<file path="src/core/dwg_pkg.sv">
// Constants, field positions and carrier types of the waveform generator core.
// Assumes a single 20 MHz core clock and a three-wire serial write link.
package dwg_pkg;

  // Datapath widths.
  localparam int FREQ_W   = 28;
  localparam int PHASE_W  = 12;
  localparam int WORD_W   = 16;
  localparam int HALF_W   = 14;
  localparam int DAC_W    = 10;
  localparam int BITCNT_W = 4;
  localparam int SYNC_N   = 3;

  // Address field of a serial word, bits 15 and 14.
  localparam logic [1:0] ADDR_CTRL   = 2'h0;
  localparam logic [1:0] ADDR_FREQ_A = 2'h1;
  localparam logic [1:0] ADDR_FREQ_B = 2'h2;
  localparam logic [1:0] ADDR_PHASE  = 2'h3;

  // Bit positions inside the serial word.
  localparam int BIT_FULL   = 13;
  localparam int BIT_HALF   = 12;
  localparam int BIT_FSEL   = 11;
  localparam int BIT_PSEL   = 10;
  localparam int BIT_RESET  = 8;
  localparam int BIT_CLKOFF = 7;
  localparam int BIT_DACOFF = 6;
  localparam int BIT_OPBIT  = 5;
  localparam int BIT_DIRECT = 3;
  localparam int BIT_MODE   = 1;
  localparam int BIT_PHSEL  = 13;

  // Converter midscale code and restart latency after the soft reset clears.
  localparam logic [DAC_W-1:0]    MIDSCALE       = 10'h200;
  localparam int                  RESTART_CYCLES = 8;
  localparam logic [BITCNT_W-1:0] RESTART_LOAD   = BITCNT_W'(RESTART_CYCLES - 1);

  // Control register contents.
  typedef struct packed {
    logic full_word_write;
    logic half_choice;
    logic freq_word_choice;
    logic phase_word_choice;
    logic soft_reset;
    logic core_clock_off;
    logic converter_off;
    logic bit_output_enable;
    logic msb_direct;
    logic tri_mode;
  } dwg_ctrl_t;

  localparam dwg_ctrl_t CTRL_RESET = '0;

  // What leaves the core towards the output pin.
  typedef struct packed {
    logic [DAC_W-1:0] code;
    logic             bit_val;
    logic             bit_sel;
    logic             conv_off;
  } dwg_wave_t;

endpackage

</file>
<file path="src/core/dwg_core.sv">
// Serial-programmed direct digital synthesis core: word decoder, registers,
// phase accumulator and output source selection.
// Assumes serial clock, frame sync and data arrive asynchronously from a host.
`timescale 1ns/10ps
// Operation
// - Two 28-bit frequency words, select bit picks.
// - Two 12-bit phase words, select bit picks.
// - Output frequency is clock times word over 2^28.
// - Phase shift is 2pi/4096 times phase word.
// - Address 01 writes word A, 10 word B.
// - Full mode: two writes, LSBs first then MSBs.
// - Half mode: half bit picks updated 14 bits.
// - Address 00 writes the control register.
// - Address 11 writes phase word, bit 13 picks.
// - Soft reset clears accumulator, keeps registers.
// - Converter code returns eight cycles after reset clears; bit output not blanked.
// - Sleep bits gate converter and core clock.
// - Clock off freezes output, and accumulator unless soft reset is set.
// - Writes still accepted while clock off.
// - Bit enable, mode, divide choose output source.
// - Triangle mode sends truncated phase, 10 bits.
// - Data sampled on serial clock falling edge.
module dwg_core (
  input  wire logic               core_clk_i,
  input  wire logic               sys_rst_i,
  input  wire logic               frame_sync_i,
  input  wire logic               serial_clk_i,
  input  wire logic               serial_data_in_i,
  output dwg_pkg::dwg_wave_t      wave_out_o
);

  // Synchroniser order is {frame_sync, serial clock, serial data}.
  logic [2:0]                        sync1_d, sync2_d, sync3_d;
  logic [2:0]                        sync1_q, sync2_q, sync3_q;
  logic [2:0]                        stab_d, stab_q;
  logic                              sclk_fall, frame_on, word_done;
  logic [dwg_pkg::WORD_W-1:0]        shift_d, shift_q, word;
  logic [dwg_pkg::BITCNT_W-1:0]      bits_d, bits_q;
  dwg_pkg::dwg_ctrl_t                ctrl_d, ctrl_q;
  logic [dwg_pkg::FREQ_W-1:0]        freq_a_d, freq_a_q, freq_b_d, freq_b_q, freq_sel;
  logic [dwg_pkg::PHASE_W-1:0]       ph_a_d, ph_a_q, ph_b_d, ph_b_q, ph_sel;
  logic [dwg_pkg::HALF_W-1:0]        lsb_hold_d, lsb_hold_q;
  logic                              pend_d, pend_q;
  logic [1:0]                        pend_addr_d, pend_addr_q;
  logic [dwg_pkg::FREQ_W-1:0]        acc_d, acc_q;
  logic [dwg_pkg::PHASE_W-1:0]       phase_d, phase_q, phase_dl_d, phase_dl_q;
  logic [dwg_pkg::DAC_W-1:0]         sine_code, tri_code, code_d, code_q;
  logic [dwg_pkg::BITCNT_W-1:0]      blank_d, blank_q;
  logic                              msb_prev_d, msb_prev_q, half_d, half_q, bit_d, bit_q;
  logic                              run;

  // Loads one 14-bit half of a frequency word.
  function automatic logic [dwg_pkg::FREQ_W-1:0] merge_half(
    input logic [dwg_pkg::FREQ_W-1:0] old,
    input logic [dwg_pkg::HALF_W-1:0] data,
    input logic                       upper
  );
    merge_half = upper ? {data, old[dwg_pkg::HALF_W-1:0]}
                       : {old[dwg_pkg::FREQ_W-1:dwg_pkg::HALF_W], data};
  endfunction

  // Three-stage synchronisers; a level counts once stages two and three agree.
  // Reset loads the idle levels so a short reset leaves no unknown stage behind.
  always_comb begin
    sync1_d = {frame_sync_i, serial_clk_i, serial_data_in_i};
    sync2_d = sync1_q;
    sync3_d = sync2_q;
    for (int i = 0; i < 3; i++) begin
      stab_d[i] = (sync2_q[i] == sync3_q[i]) ? sync3_q[i] : stab_q[i];
    end
    if (sys_rst_i) begin
      sync1_d = 3'h6;
      sync2_d = 3'h6;
      sync3_d = 3'h6;
      stab_d  = 3'h6;
    end
  end

  always_ff @(posedge core_clk_i) begin
    sync1_q <= sync1_d;
    sync2_q <= sync2_d;
    sync3_q <= sync3_d;
    stab_q  <= stab_d;
  end

  // Falling serial clock inside a frame shifts one bit in, MSB first.
  assign sclk_fall = stab_q[1] && !stab_d[1];
  assign frame_on  = !stab_d[2];
  assign word      = {shift_q[dwg_pkg::WORD_W-2:0], sync3_q[0]};
  assign word_done = frame_on && sclk_fall && (bits_q == 4'hF);

  always_comb begin
    shift_d = shift_q;
    bits_d  = bits_q;
    if (sys_rst_i || !frame_on) begin
      bits_d = '0;
    end else if (sclk_fall) begin
      shift_d = word;
      bits_d  = bits_q + 4'h1;
    end
  end

  always_ff @(posedge core_clk_i) begin
    shift_q <= shift_d;
    bits_q  <= bits_d;
  end

  // Word decoder; it runs whatever the sleep bits say.
  always_comb begin
    ctrl_d      = ctrl_q;
    freq_a_d    = freq_a_q;
    freq_b_d    = freq_b_q;
    ph_a_d      = ph_a_q;
    ph_b_d      = ph_b_q;
    lsb_hold_d  = lsb_hold_q;
    pend_d      = pend_q;
    pend_addr_d = pend_addr_q;
    if (sys_rst_i) begin
      ctrl_d   = dwg_pkg::CTRL_RESET;
      freq_a_d = '0;
      freq_b_d = '0;
      ph_a_d   = '0;
      ph_b_d   = '0;
      pend_d   = 1'b0;
    end else if (word_done) begin
      case (word[15:14])
        dwg_pkg::ADDR_CTRL: begin
          ctrl_d.full_word_write   = word[dwg_pkg::BIT_FULL];
          ctrl_d.half_choice       = word[dwg_pkg::BIT_HALF];
          ctrl_d.freq_word_choice  = word[dwg_pkg::BIT_FSEL];
          ctrl_d.phase_word_choice = word[dwg_pkg::BIT_PSEL];
          ctrl_d.soft_reset        = word[dwg_pkg::BIT_RESET];
          ctrl_d.core_clock_off    = word[dwg_pkg::BIT_CLKOFF];
          ctrl_d.converter_off     = word[dwg_pkg::BIT_DACOFF];
          ctrl_d.bit_output_enable = word[dwg_pkg::BIT_OPBIT];
          ctrl_d.msb_direct        = word[dwg_pkg::BIT_DIRECT];
          ctrl_d.tri_mode          = word[dwg_pkg::BIT_MODE];
          pend_d                   = 1'b0;
        end
        dwg_pkg::ADDR_FREQ_A, dwg_pkg::ADDR_FREQ_B: begin
          if (!ctrl_q.full_word_write) begin
            if (word[14]) begin
              freq_a_d = merge_half(freq_a_q, word[13:0], ctrl_q.half_choice);
            end else begin
              freq_b_d = merge_half(freq_b_q, word[13:0], ctrl_q.half_choice);
            end
          end else if (pend_q && pend_addr_q == word[15:14]) begin
            pend_d = 1'b0;
            if (word[14]) begin
              freq_a_d = {word[13:0], lsb_hold_q};
            end else begin
              freq_b_d = {word[13:0], lsb_hold_q};
            end
          end else begin
            lsb_hold_d  = word[13:0];
            pend_d      = 1'b1;
            pend_addr_d = word[15:14];
          end
        end
        dwg_pkg::ADDR_PHASE: begin
          if (word[dwg_pkg::BIT_PHSEL]) begin
            ph_b_d = word[11:0];
          end else begin
            ph_a_d = word[11:0];
          end
        end
        default: begin
          pend_d = pend_q;
        end
      endcase
    end
  end

  always_ff @(posedge core_clk_i) begin
    ctrl_q      <= ctrl_d;
    freq_a_q    <= freq_a_d;
    freq_b_q    <= freq_b_d;
    ph_a_q      <= ph_a_d;
    ph_b_q      <= ph_b_d;
    lsb_hold_q  <= lsb_hold_d;
    pend_q      <= pend_d;
    pend_addr_q <= pend_addr_d;
  end

  // Register selection and accumulator; sleep freezes, soft reset clears.
  assign freq_sel = ctrl_q.freq_word_choice ? freq_b_q : freq_a_q;
  assign ph_sel   = ctrl_q.phase_word_choice ? ph_b_q : ph_a_q;
  assign run      = !ctrl_q.core_clock_off;

  always_comb begin
    acc_d      = acc_q;
    phase_d    = phase_q;
    phase_dl_d = phase_dl_q;
    blank_d    = blank_q;
    if (sys_rst_i || ctrl_q.soft_reset) begin
      acc_d      = '0;
      phase_d    = '0;
      phase_dl_d = '0;
      blank_d    = dwg_pkg::RESTART_LOAD;
    end else if (run) begin
      acc_d      = acc_q + freq_sel;
      phase_d    = acc_q[27:16] + ph_sel;
      phase_dl_d = phase_q;
      blank_d    = (blank_q != '0) ? blank_q - 4'h1 : blank_q;
    end
  end

  always_ff @(posedge core_clk_i) begin
    acc_q      <= acc_d;
    phase_q    <= phase_d;
    phase_dl_q <= phase_dl_d;
    blank_q    <= blank_d;
  end

  dwg_sine_conv u_sine (
    .core_clk_i (core_clk_i),
    .sys_rst_i  (sys_rst_i),
    .hold_i     (!run),
    .phase_i    (phase_q),
    .code_o     (sine_code)
  );

  // Triangle folds the top 11 phase bits into a 10-bit ramp.
  assign tri_code = phase_dl_q[11] ? ~phase_dl_q[10:1] : phase_dl_q[10:1];

  // Output source selection and the divide-by-two square wave.
  always_comb begin
    code_d     = code_q;
    bit_d      = bit_q;
    msb_prev_d = msb_prev_q;
    half_d     = half_q;
    if (sys_rst_i) begin
      code_d     = dwg_pkg::MIDSCALE;
      bit_d      = 1'b0;
      msb_prev_d = 1'b0;
      half_d     = 1'b0;
    end else if (run) begin
      msb_prev_d = sine_code[9];
      if (sine_code[9] && !msb_prev_q) begin
        half_d = !half_q;
      end
      if (ctrl_q.soft_reset || blank_q != '0) begin
        code_d = dwg_pkg::MIDSCALE;
      end else if (ctrl_q.bit_output_enable) begin
        code_d = dwg_pkg::MIDSCALE;
      end else if (ctrl_q.tri_mode) begin
        code_d = tri_code;
      end else begin
        code_d = sine_code;
      end
      bit_d = (ctrl_q.bit_output_enable && !ctrl_q.tri_mode)
              ? (ctrl_q.msb_direct ? sine_code[9] : half_q) : 1'b0;
    end
  end

  always_ff @(posedge core_clk_i) begin
    code_q     <= code_d;
    bit_q      <= bit_d;
    msb_prev_q <= msb_prev_d;
    half_q     <= half_d;
  end

  assign wave_out_o.code     = code_q;
  assign wave_out_o.bit_val  = bit_q;
  assign wave_out_o.bit_sel  = ctrl_q.bit_output_enable;
  assign wave_out_o.conv_off = ctrl_q.converter_off;
endmodule

</file>
<file path="src/core/dwg_sine_conv.sv">
// Phase-to-amplitude converter with a registered 10-bit output.
// Assumes the phase input is stable for one cycle; hold_i freezes the output.
`timescale 1ns/10ps
module dwg_sine_conv (
  input  wire logic                            core_clk_i,
  input  wire logic                            sys_rst_i,
  input  wire logic                            hold_i,
  input  wire logic [dwg_pkg::PHASE_W-1:0]     phase_i,
  output logic      [dwg_pkg::DAC_W-1:0]       code_o
);

  logic [9:0]             quarter;
  logic [21:0]            prod;
  logic [8:0]             mag;
  logic [dwg_pkg::DAC_W-1:0] code_d;
  logic [dwg_pkg::DAC_W-1:0] code_q;

  // Quarter-wave parabola: mirror in the second and fourth quadrants, negate in the second half.
  always_comb begin
    quarter = phase_i[10] ? ~phase_i[9:0] : phase_i[9:0];
    prod    = 22'(quarter) * (22'h000800 - 22'(quarter));
    mag     = prod[19:11];
    if (sys_rst_i) begin
      code_d = dwg_pkg::MIDSCALE;
    end else if (hold_i) begin
      code_d = code_q;
    end else if (phase_i[11]) begin
      code_d = 10'h1FF - {1'b0, mag};
    end else begin
      code_d = dwg_pkg::MIDSCALE + {1'b0, mag};
    end
  end

  // Output register.
  always_ff @(posedge core_clk_i) begin
    code_q <= code_d;
  end

  assign code_o = code_q;

endmodule

</file>
<file path="config.mk">
export PLATFORM = sky130hd
export DESIGN_NAME = dwg_core
export DESIGN_NICKNAME = d
export VERILOG_FILES = /design/src/core/dwg_pkg.sv /design/src/core/dwg_core.sv /design/src/core/dwg_sine_conv.sv
export SDC_FILE = /design/constraint.sdc
export NUM_CORES = 1
export LEC_CHECK = 0
export ABC_CLOCK_PERIOD_IN_PS = 8100
export BUFFER_PORTS_ARGS = -buffer_cell sky130_fd_sc_hd__buf_4
export CORE_MARGIN = 8
export CORE_UTILIZATION = 45
export CTS_CLUSTER_SIZE = 8
export DETAILED_ROUTE_END_ITERATION = 10
export PLACE_DENSITY_LB_ADDON = 0.2
export SLEW_MARGIN = 25
export SYNTH_ARGS = -nofsm -noshare
export SYNTH_HDL_FRONTEND = slang
export SYNTH_SLANG_ARGS = --single-unit
</file>
<file path="constraint.sdc">
create_clock -name core_clk_i -period 8.1 [get_ports core_clk_i]
set_input_delay 0.405 -clock core_clk_i [delete_from_list [all_inputs] [get_ports core_clk_i]]
set_output_delay 0.405 -clock core_clk_i [all_outputs]
set_load 0.05 [all_outputs]
</file>
==> results of run 1 <==
[layout by cell type, fill, tap and decap left out, types with 3 or more instances in the layout]
cell type and instances:
o31a_1 3, a31oi_1 7, and3_1 8, nand3_1 47
nor2_1 208, xnor2_1 63, o21bai_1 5, mux2_2 39
o211ai_1 6, clkbuf_16 30, a21oi_1 141, a31o_2 3
o21ai_0 26, nor3_1 7, o21a_1 5, o31ai_1 5
dfxtp_1 182, buf_4 35, or2_2 11, a211oi_1 31
ha_1 96, conb_1 9, a22oi_1 3, nor3b_1 12
or3_1 5, nand2_1 128, nor2b_1 10, a21boi_0 3
edfxtp_1 31, a21o_1 13, clkbuf_1 9, nand4_1 4
xor2_1 17, nor3_2 3, inv_1 106, fa_1 78
and2_1 5, mux2i_1 43, nand2b_1 31, a22o_1 7
[stage by stage]
stage / cell area, µm² / utilization (%) / power (mW)
after detailed placement: 14000 / 47.3 / 1.16
final: 14800 / 50.0 / 2.25
after global placement: 14000 / 47.3 / 1.16
after CTS: 14800 / 50.0 / 2.27
after floorplan: 13500 / - / 1.15
after global routing: 14800 / 50.0 / 2.33
[worst paths after layout]
path | to | depth (start not counted)
max | u_sine.code_o[4]$_SDFFE_PP0N_ | 25
min | sync1_q[1]$_SDFF_PP1_ | 2
max reg2reg | u_sine.code_o[4]$_SDFFE_PP0N_ | 25
min reg2reg | sync2_q[1]$_SDFF_PP1_ | 1
[cells by family after synthesis]
logic type / Yosys count / synth area share, %
compound gates: 271 / 12.3
xor+xnor: 81 / 5.25
fa+ha+maj: 174 / 20.4
buf+inv: 184 / 5.21
flops: 215 / 34.1
mux: 82 / 6.43
other cells: 2 / 0.0556
simple gates: 490 / 16.2
[state kept, by name, summed over array words and instances (netlist names), 11 cells and up]
| register | flops |
|---|---|
| phase_dl_q | 11 |
| lsb_hold_q | 14 |
| ph_b_q | 12 |
| shift_q | 15 |
| freq_a_q | 28 |
| freq_b_q | 28 |
| acc_q | 28 |
| phase_q | 12 |
| ph_a_q | 12 |
[metal layers]
metal  global-route usage [%]  up-vias  part of all wire (%)
met3                     2.54       37                   3.8
met4                     3.79        0                   1.7
met5                        0        -                     0
li1                         -     5037                     -
met1                     25.5     4874                    50
met2                     28.0      177                    45
[area by class of cell]
class,count,area share (%)
well taps,390,3.29
inverters,108,2.73
repair buffers,35,1.77
multi-input cells,1107,55.6
flip-flops and latches,215,31.1
clock inverters,1,0.202
clock buffers,39,5.29
[worst reg2reg max path, stage by stage (launching register included)]
cell and delay, ns:
dfxtp_1 0.52, or4_1 0.59, a21oi_1 0.26, and3_1 0.23
ha_1 0.34, nand2b_1 0.21, fa_1 0.51, inv_1 0.05
fa_1 0.50, inv_1 0.05, fa_1 0.48, inv_1 0.05
fa_1 0.53, inv_1 0.05, fa_1 0.53, inv_1 0.04
ha_1 0.30, a21o_1 0.16, a21o_1 0.16, a21oi_1 0.17
o211ai_1 0.12, o211a_1 0.20, a21oi_1 0.25, nor2b_1 0.08
or3_1 0.34, a311oi_1 0.25
[power breakdown]
| part | leakage, nW | internal, mW | switching, mW |
|---|---|---|---|
| clock | 0.392 | 0.664 | 0.447 |
| sequential | 1.77 | 1.09 | 0.00352 |
| combinational | 4.28 | 0.0164 | 0.0310 |
==> impl_results.md, run 1 <==
- Top delay family on crit path: adder cells
- Pre-CTS WS: 0.844 ns
- Initial antenna violation count: 0
- Multi-input gate area: 8250 µm²
- Max Cap Viol: 0
- Count of cell types in the netlist: 62
- Leak: about 6.4 nW
- Placer Congestion: 0.904
- # resized after CTS: 0
- Clock latency on the worst-skew pair: 0.56 ns
- Die Span Y: 189 µm
- Crit share post-route: 87.7%
- Unrepaired setup endpoints after global routing: false
- Final cell count without fillers: 1895
- RR Startpoint: phase_q[10]$_SDFFE_PP0N_
- ANT nets after route: 0
- Hold WC Path Type: input pin to flop
- Hpwl dp: 23500 µm
- GRT Resource Usage Total: 17.8%
- Initial drt markers: 668
- Post-synth top cells: 208 x nor2_1, 184 x dfxtp_1, 141 x a21oi_1
- Synth top area share: 27.2%
- Hold Startpoint: serial_clk_i
- Final setup violation count: 0
- CP Data Arrival Time: ~7.6 ns
- Top-count cell post-synth: nor2_1
- Clk buf depth: 3
- H-tree Lvls: 1
- CTS hold repair buffers: 0
- First-pass GRT wire length: 52600 µm
- Peak supply drop: 0.176 mV
- Mapped Area: 13500 µm²
- Slew @ Worst Pin: 1.00 ns
- Yosys reg bits: 215
- Final Hold Fails: 0
- Port Buffers: 17
- N_diodes: 0
- Critical path required time: 8.55 ns
- Core area: 29600 µm²
- Hold slack: approximately 0.030 ns
- Mean post-synth cell area: approximately 9 µm²
- Area contributors post-synth: dfxtp_1 27%, fa_1 12%, ha_1 8.9%
- Achievable Freq: between 0.1 and 0.15 GHz
- Clock transition at path regs: 0.05 ns
- Tmin final: 7.10 ns
- Via count: 10100
- Slew margin rel.: 33.0%
- Via/cell ratio: 5.34
- DIE WIDTH: 189 µm
- Slew Viols, Final: 0
- Routed WL: between 30000 and 40000 µm
- Crit path from: phase_q[10]$_SDFFE_PP0N_
- 1st-pass router iterations: 5
- Starting density of the core: 45.6%
- Register area: roughly 4600 µm²
- Detail-routed net length per standard cell: 16.8 µm
- Fillers: 2837
- Setup Skew: 0.0288 ns
- Post-CTS setup buffer count: 0
- Ys async rst share: 0%
- Fraction of layout cells with a size suffix above 1: 8.57%
- Critical path startpoint category: flop
- Slowest CP cell: or4_1
- Setup TNS: 0 ns
- Status: finished clean
- CP Max Fanout: 15
- WP buf/inv: 5
- Overflow after GRT: 0
- CP endpoint kind: flop
- Largest net degree at the start of global routing: 66
- Dominant synthesized flop cell: dfxtp_1
- Die area: between 30000 and 40000 µm²
- Setup ws final: 0.997 ns
- Register area share after synthesis: between 30% and 40%
- Largest area contributor in the netlist: dfxtp_1
- Reg2Reg Setup Slack: 1.0 ns
- Final nets: about 1700
- Num rows: 63
- Vias in the first global route: 9819
- Crit Path Class: flop to flop
- TritonCTS clock tree: done
- Post-Synthesis Cells: 1499
- Synth warn: 0
- I/O pin cnt: 18
- Clock root cell: clkbuf_16
- CP max stage delay: 0.59 ns
- Clock sinks: 215
- Area Growth Syn to Fin: 9.72%
- Placed cells: 1855
- Cell Pwr Density: 152 nW/µm²
- Number of enable flip-flop cells after synthesis: 31
- DRC violations left: 0
- Inserted Clock Buffers: 30
No activity file was read; power rests on OpenSTA's default activity.
==> run 2, diff against run 1 <==
--- a/config.mk
+++ b/config.mk
@@ -11,7 +11,7 @@
 export CORE_UTILIZATION = 45
 export CTS_CLUSTER_SIZE = 8
 export DETAILED_ROUTE_END_ITERATION = 10
-export PLACE_DENSITY_LB_ADDON = 0.2
+export PLACE_DENSITY_LB_ADDON = 0.05
 export SLEW_MARGIN = 25
 export SYNTH_ARGS = -nofsm -noshare
 export SYNTH_HDL_FRONTEND = slang
==> run 2 against run 1 <==
  * Sequential share of layout area down 0.070 points
  * Setup slack worse by 0.091 ns
  * Clock power is 5% higher
  * Power grew 2.3%
  * Cell area increased by 0.25%
  * Critical endpoint unchanged
  * Non-clock buffer count unchanged
  * Combinational power barely moved
  * Worst hold slack got worse by 0.0012 ns
  * First-iteration DRC count fell by 17%
  * Wire length rose by 2.2%
==> impl_results.md, run 2 (synthesis results as in run 1) <==
- Status: finished clean (unchanged)
- Tmin final: 7.19 ns (was 7.10 ns)
- Setup Skew: 0.0120 ns (was 0.0288 ns)
- Initial drt markers: 554 (was 668)
- Top delay family on crit path: adder cells (unchanged)
- Slew Viols, Final: 0 (unchanged)
- 1st-pass router iterations: 5 (unchanged)
- CP Max Fanout: 15 (unchanged)
- Critical path required time: 8.56 ns (was 8.55 ns)
- Final Hold Fails: 0 (unchanged)
- Final nets: 1677 (was 1676)
- Clk buf depth: 3 (unchanged)
- Die area: 35800 µm² (unchanged)
- Hold slack: 0.0285 ns (was 0.0296 ns)
- Placed cells: 1855 (unchanged)
- Overflow after GRT: 0 (unchanged)
- Slew margin rel.: 38.8% (was 33.0%)
- Hpwl dp: 23500 µm (about the same)
- Placer Congestion: 0.870 (was 0.904)
- WP buf/inv: 5 (unchanged)
- Peak supply drop: 0.194 mV (was 0.176 mV)
- Num rows: 63 (unchanged)
- DIE WIDTH: 189 µm (unchanged)
- Routed WL: 32600 µm (was 31900 µm)
- Achievable Freq: 0.139 GHz (was 0.141 GHz)
- Clock root cell: clkbuf_16 (unchanged)
- Met2 usage: 32.2% (was 28.0%)
- DRC violations left: 0 (unchanged)
- Area Growth Syn to Fin: 10.0% (was 9.72%)
- CTS hold repair buffers: 0 (unchanged)
- GRT Resource Usage Total: 18.3% (was 17.8%)
- Most frequent cells in the layout: 208 x nor2_1, 183 x dfxtp_1, 141 x a21oi_1, 128 x nand2_1, 106 x inv_1 (was 208 x nor2_1, 182 x dfxtp_1, 141 x a21oi_1, 128 x nand2_1, 106 x inv_1)
- Unrepaired setup endpoints after global routing: false (unchanged)
- Via/cell ratio: 5.30 (was 5.34)
- I/O pin cnt: 18 (unchanged)
- TritonCTS clock tree: done (unchanged)
- Final Power: 2.30 mW (was 2.25 mW)
- Crit Path Class: flop to flop (unchanged)
- Cell Pwr Density: 155 nW/µm² (was 152 nW/µm²)
- Clock transition at path regs: 0.06 ns (was 0.05 ns)
- CP endpoint kind: flop (unchanged)
- Clock latency on the worst-skew pair: 0.56 ns (about the same)
- Global-route met1 utilization: 23.3% (was 25.5%)
- Vias in the first global route: 10200 (was 9819)
- Initial antenna violation count: 0 (unchanged)
- Biggest regs: acc_q (28), freq_a_q (28), freq_b_q (28) (unchanged)
- Clock sinks: 215 (unchanged)
- Final cell count without fillers: 1902 (was 1895)
- CP max stage delay: 0.81 ns (was 0.59 ns)
- Met3 Use GR: 2.41% (was 2.54%)
- H-tree Lvls: 1 (unchanged)
- Critical path startpoint category: flop (unchanged)
- Max Cap Viol: 0 (unchanged)
- Crit share post-route: 88.8% (was 87.7%)
- CP Data Arrival Time: 7.66 ns (was 7.55 ns)
- Slowest CP cell: xnor2_1 (was or4_1)
- Inserted Clock Buffers: 31 (was 30)
- Starting density of the core: 45.6% (unchanged)
- GRT Max-Usage Layer: met2 (unchanged)
- Leak: 6.46 nW (was 6.44 nW)
- Die Span Y: 189 µm (unchanged)
- Detail-routed net length per standard cell: 17.1 µm (was 16.8 µm)
- Fillers: 2812 (was 2837)
- Port Buffers: 17 (unchanged)
- Post-CTS setup buffer count: 0 (unchanged)
- Commonest non-fill, non-tap cell in the layout: nor2_1 (unchanged)
- Via count: 10100 (about the same)
- ANT nets after route: 0 (unchanged)
- Final setup violation count: 0 (unchanged)
- Fraction of layout cells with a size suffix above 1: 8.54% (was 8.57%)
- Largest net degree at the start of global routing: 77 (was 66)
- First-pass GRT wire length: 53400 µm (was 52600 µm)
- Hold WC Path Type: input pin to flop (unchanged)
- Core area: 29600 µm² (unchanged)
- Slew @ Worst Pin: 0.915 ns (was 1.00 ns)
- # resized after CTS: 0 (unchanged)
- Setup TNS: 0 ns (unchanged)
-- run 2: cell count changes in the layout (fill, tap and decap cells not counted), sizes merged --
| cell | before | now |
|---|---|---|
| clkbuf | 39 | 44 |
| diode | 0 | 1 |
| inv | 107 | 108 |
-- run 2: power breakdown --
part	switching (mW)	internal (mW)	total, mW
logic	0.0312	0.0161	0.0473
registers	0.00392	1.09	1.09
clock network	0.470	0.694	1.16
-- run 2: per-layer routing --
metal / share of wire, % / vias up
met4: 2.0 / 0
li1: - / 5042
met5: 0 / -
met1: 46 / 4839
met2: 49 / 149
met3: 3.5 / 52
-- run 2: path summary, 6_finish.rpt --
check	slack, ns	startpoint	cells past startpoint	to
max	0.91	phase_q[10]$_SDFFE_PP0N_	25	u_sine.code_o[4]$_SDFFE_PP0N_
min	0.03	frame_sync_i	2	sync1_q[2]$_SDFF_PP1_
max reg2reg	0.91	phase_q[10]$_SDFFE_PP0N_	25	u_sine.code_o[4]$_SDFFE_PP0N_
min reg2reg	0.40	sync1_q[2]$_SDFF_PP1_	1	sync2_q[2]$_SDFF_PP1_
-- run 2: worst reg2reg max path: stages, from the launching register on --
cell	delay [ns]
dfxtp_1	0.54
xnor2_1	0.82
and3_1	0.33
and2_1	0.14
ha_1	0.28
nand2b_1	0.18
fa_1	0.50
inv_1	0.06
fa_1	0.50
inv_1	0.05
fa_1	0.48
inv_1	0.06
fa_1	0.52
inv_1	0.05
fa_1	0.52
inv_1	0.04
ha_1	0.29
a21o_1	0.16
a21o_1	0.17
a21oi_1	0.18
o211ai_1	0.11
o211a_1	0.22
a21oi_1	0.24
nor2b_1	0.08
or3_1	0.34
a311oi_1	0.24
-- run 2: stage by stage --
step	setup slack [ns]	utilization, %	area [µm²]
detailed placement	0.725	47.3	14000
CTS	0.718	50.1	14900
global route	0.407	50.2	14900
global placement	0.989	47.3	14000
finish	0.906	50.2	14900
floorplan	1.41	-	13500
-- run 2: area by class of cell --
class	count	area [µm²]	share of cell area, %
diodes	1	2.50	0.0168
flip-flops and latches	215	4620	31.1
inverters	108	405	2.73
repair buffers	35	263	1.77
well taps	390	488	3.28
clock inverters	2	28.8	0.194
clock buffers	44	825	5.54
multi-input cells	1107	8240	55.4
==> run 3, diff against run 2 <==
--- a/config.mk
+++ b/config.mk
@@ -12,6 +12,7 @@
 export CTS_CLUSTER_SIZE = 8
 export DETAILED_ROUTE_END_ITERATION = 10
 export PLACE_DENSITY_LB_ADDON = 0.05
+export REMOVE_ABC_BUFFERS = 1
 export SLEW_MARGIN = 25
 export SYNTH_ARGS = -nofsm -noshare
 export SYNTH_HDL_FRONTEND = slang
==> run 3 against run 2 <==
  * Critical path type unchanged
  * Count of clock-buffer cells in the layout down 3
  * Die area unchanged
  * Combinational power up 2%
  * Setup slack worse by 0.11 ns
  * Clock skew up 0.0025 ns
  * Clock power about the same
  * Cell area down 0.24%
==> impl_results.md, run 3 (synthesis results as in run 1) <==
- Critical path startpoint category: flop (unchanged)
- Area Growth Syn to Fin: 9.73% (was 10.0%)
- Met2 wire len: 15700 µm (was 15900 µm)
- CP Data Arrival Time: 7.77 ns (was 7.66 ns)
- Critical path required time: 8.56 ns (about the same)
- Clock sinks: 215 (unchanged)
- Slowest CP cell: xnor2_1 (unchanged)
- Commonest non-fill, non-tap cell in the layout: nor2_1 (unchanged)
- Core area: 29600 µm² (unchanged)
- Detail-routed net length per standard cell: 17.2 µm (was 17.1 µm)
- 1st-pass router iterations: 9 (was 5)
- WHS Path Cells: 2 (unchanged)
- First-pass GRT wire length: 53600 µm (was 53400 µm)
- Hold Startpoint: serial_clk_i (was frame_sync_i)
- # resized after CTS: 0 (unchanged)
- RR Endpoint: u_sine.code_o[4]$_SDFFE_PP0N_ (unchanged)
- Clock latency on the worst-skew pair: 0.56 ns (about the same)
- CTS hold repair buffers: 0 (unchanged)
- Overflow after GRT: 0 (unchanged)
- Final setup violation count: 0 (unchanged)
- Tmin final: 7.31 ns (was 7.19 ns)
- RR Startpoint: phase_q[10]$_SDFFE_PP0N_ (unchanged)
- Unrepaired setup endpoints after global routing: false (unchanged)
- Leak: 6.44 nW (was 6.46 nW)
- DIE WIDTH: 189 µm (unchanged)
- Cell Pwr Density: 154 nW/µm² (was 155 nW/µm²)
- Reg2Reg Depth: 24 (was 25)
- Clock transition at path regs: 0.06 ns (about the same)
- GRT Resource Usage Total: 18.4% (was 18.3%)
- I/O pin cnt: 18 (unchanged)
- Die Span Y: 189 µm (unchanged)
- Status: finished clean (unchanged)
- Via count: 10100 (about the same)
- Achievable Freq: 0.137 GHz (was 0.139 GHz)
- Fraction of layout cells with a size suffix above 1: 8.43% (was 8.54%)
- Die area: 35800 µm² (unchanged)
- Setup ws final: 0.792 ns (was 0.906 ns)
- Post-route cell area: 14800 µm² (was 14900 µm²)
- Most frequent cells in the layout: 207 x nor2_1, 182 x dfxtp_1, 141 x a21oi_1, 128 x nand2_1, 106 x inv_1 (was 208 x nor2_1, 183 x dfxtp_1, 141 x a21oi_1, 128 x nand2_1, 106 x inv_1)
- Slew margin rel.: 33.8% (was 38.8%)
- Num rows: 63 (unchanged)
- Met3 wire length: 1120 µm (was 1130 µm)
- H-tree Lvls: 1 (unchanged)
- Max Cap Viol: 0 (unchanged)
- Final nets: 1675 (was 1677)
- Port Buffers: 17 (unchanged)
- Final Power: 2.29 mW (was 2.30 mW)
- Vias in the first global route: 10100 (was 10200)
- Placed cell area: 14000 µm² (about the same)
- Inserted Clock Buffers: 31 (unchanged)
- Slew Viols, Final: 0 (unchanged)
- Post-CTS setup buffer count: 0 (unchanged)
- Pre-CTS WS: 0.774 ns (was 0.725 ns)
- Routed WL: 32600 µm (about the same)
- WL met1: 14900 µm (was 15000 µm)
- Clk buf depth: 3 (unchanged)
- N_diodes: 0 (was 1)
- Peak supply drop: 0.146 mV (was 0.194 mV)
- Via/cell ratio: 5.31 (was 5.30)
- CP max stage delay: 0.89 ns (was 0.81 ns)
- Initial drt markers: 515 (was 554)
- Hold endpoint: sync1_q[1]$_SDFF_PP1_ (was sync1_q[2]$_SDFF_PP1_)
- Crit-path cells: xnor2_1 > and3_1 > ha_1 > nand2b_1 > fa_1 > inv_1 > fa_1 > inv_1 > fa_1 > inv_1 > fa_1 > inv_1 > fa_1 > inv_1 > ha_1 > a21o_1 > a21o_1 > a21oi_1 > o211ai_1 > o211a_1 > a21oi_1 > nor2b_1 > or3_1 > a311oi_1
- Largest net degree at the start of global routing: 69 (was 77)
- Setup Skew: 0.0145 ns (was 0.0120 ns)
- Biggest regs: acc_q (28), freq_a_q (28), freq_b_q (28) (unchanged)
- Starting density of the core: 45.6% (unchanged)
- Hold WC Path Type: input pin to flop (unchanged)
- Final Hold Fails: 0 (unchanged)
- Setup TNS: 0 ns (unchanged)
- TritonCTS clock tree: done (unchanged)
- Initial antenna violation count: 0 (unchanged)
- Highest metal used: met4 (unchanged)
- CP endpoint kind: flop (unchanged)
- Crit share post-route: 90.2% (was 88.8%)
- Clock root cell: clkbuf_16 (unchanged)
- ANT nets after route: 0 (unchanged)
- DRC violations left: 0 (unchanged)
- Reg2Reg Setup Slack: 0.79 ns (was 0.91 ns)
- CP Max Fanout: 15 (unchanged)
- Slew @ Worst Pin: 0.986 ns (was 0.915 ns)
- Hpwl dp: 23600 µm (was 23500 µm)
- Crit Path Class: flop to flop (unchanged)
- Placer Congestion: 0.858 (was 0.870)
-- run 3: worst max-delay path by stage --
stage,from,end,slack (ns),cells past startpoint
floorplan,phase_q[10]$_SDFFE_PP0N_,u_sine.code_o[4]$_SDFFE_PP0N_,1.22,26
global placement,phase_q[10]$_SDFFE_PP0N_,u_sine.code_o[4]$_SDFFE_PP0N_,0.97,24
detailed placement,phase_q[10]$_SDFFE_PP0N_,u_sine.code_o[4]$_SDFFE_PP0N_,0.77,24
CTS,phase_q[10]$_SDFFE_PP0N_,u_sine.code_o[4]$_SDFFE_PP0N_,0.79,24
global route,phase_q[10]$_SDFFE_PP0N_,u_sine.code_o[8]$_SDFFE_PP0N_,0.34,22
finish,phase_q[10]$_SDFFE_PP0N_,u_sine.code_o[4]$_SDFFE_PP0N_,0.79,24
-- run 3: final cells by class --
cell class              count  area, µm²
fillers                  2853      14800
inverters                 108        405
multi-input cells        1107       8230
well taps                 390        488
clock buffers              41        813
clock inverters             2       26.3
repair buffers             33        248
flip-flops and latches    215       4620
-- run 3: worst max-delay path, delay by kind of cell, from the launching register on --
| family | cells | cell delay [ns] |
|---|---|---|
| buf+inv | 5 | 0.26 |
| compound gates | 7 | 1.36 |
| flops | 1 | 0.54 |
| simple gates | 4 | 0.97 |
| xor+xnor | 1 | 0.89 |
| fa+ha+maj | 7 | 3.21 |
-- run 3: metal layers --
metal	GRT usage (%)	vias to the layer above
met2	31.5	166
li1	-	5030
met3	2.41	63
met4	5.50	0
met1	23.8	4808
met5	0	-
-- run 3: report_power, final --
group          leakage, nW  internal [mW]  switching, mW
clock network        0.408          0.688          0.460
registers             1.77           1.09        0.00386
logic                 4.27         0.0163         0.0320
total                 6.44           1.79          0.495
-- run 3: through the flow --
| stage | cells | hold slack (ns) | utilization (%) |
|---|---|---|---|
| 6_report | 1896 | 0.0437 | 50.1 |
| 5_1_grt | 1896 | 0.0325 | 50.1 |
| 4_1_cts | 1896 | 0.0192 | 50.0 |
| 3_5_place_dp | 1853 | 0.397 | 47.2 |
| 3_3_place_gp | 1853 | 0.395 | 47.2 |
| 2_1_floorplan | 1430 | 0.389 | - |
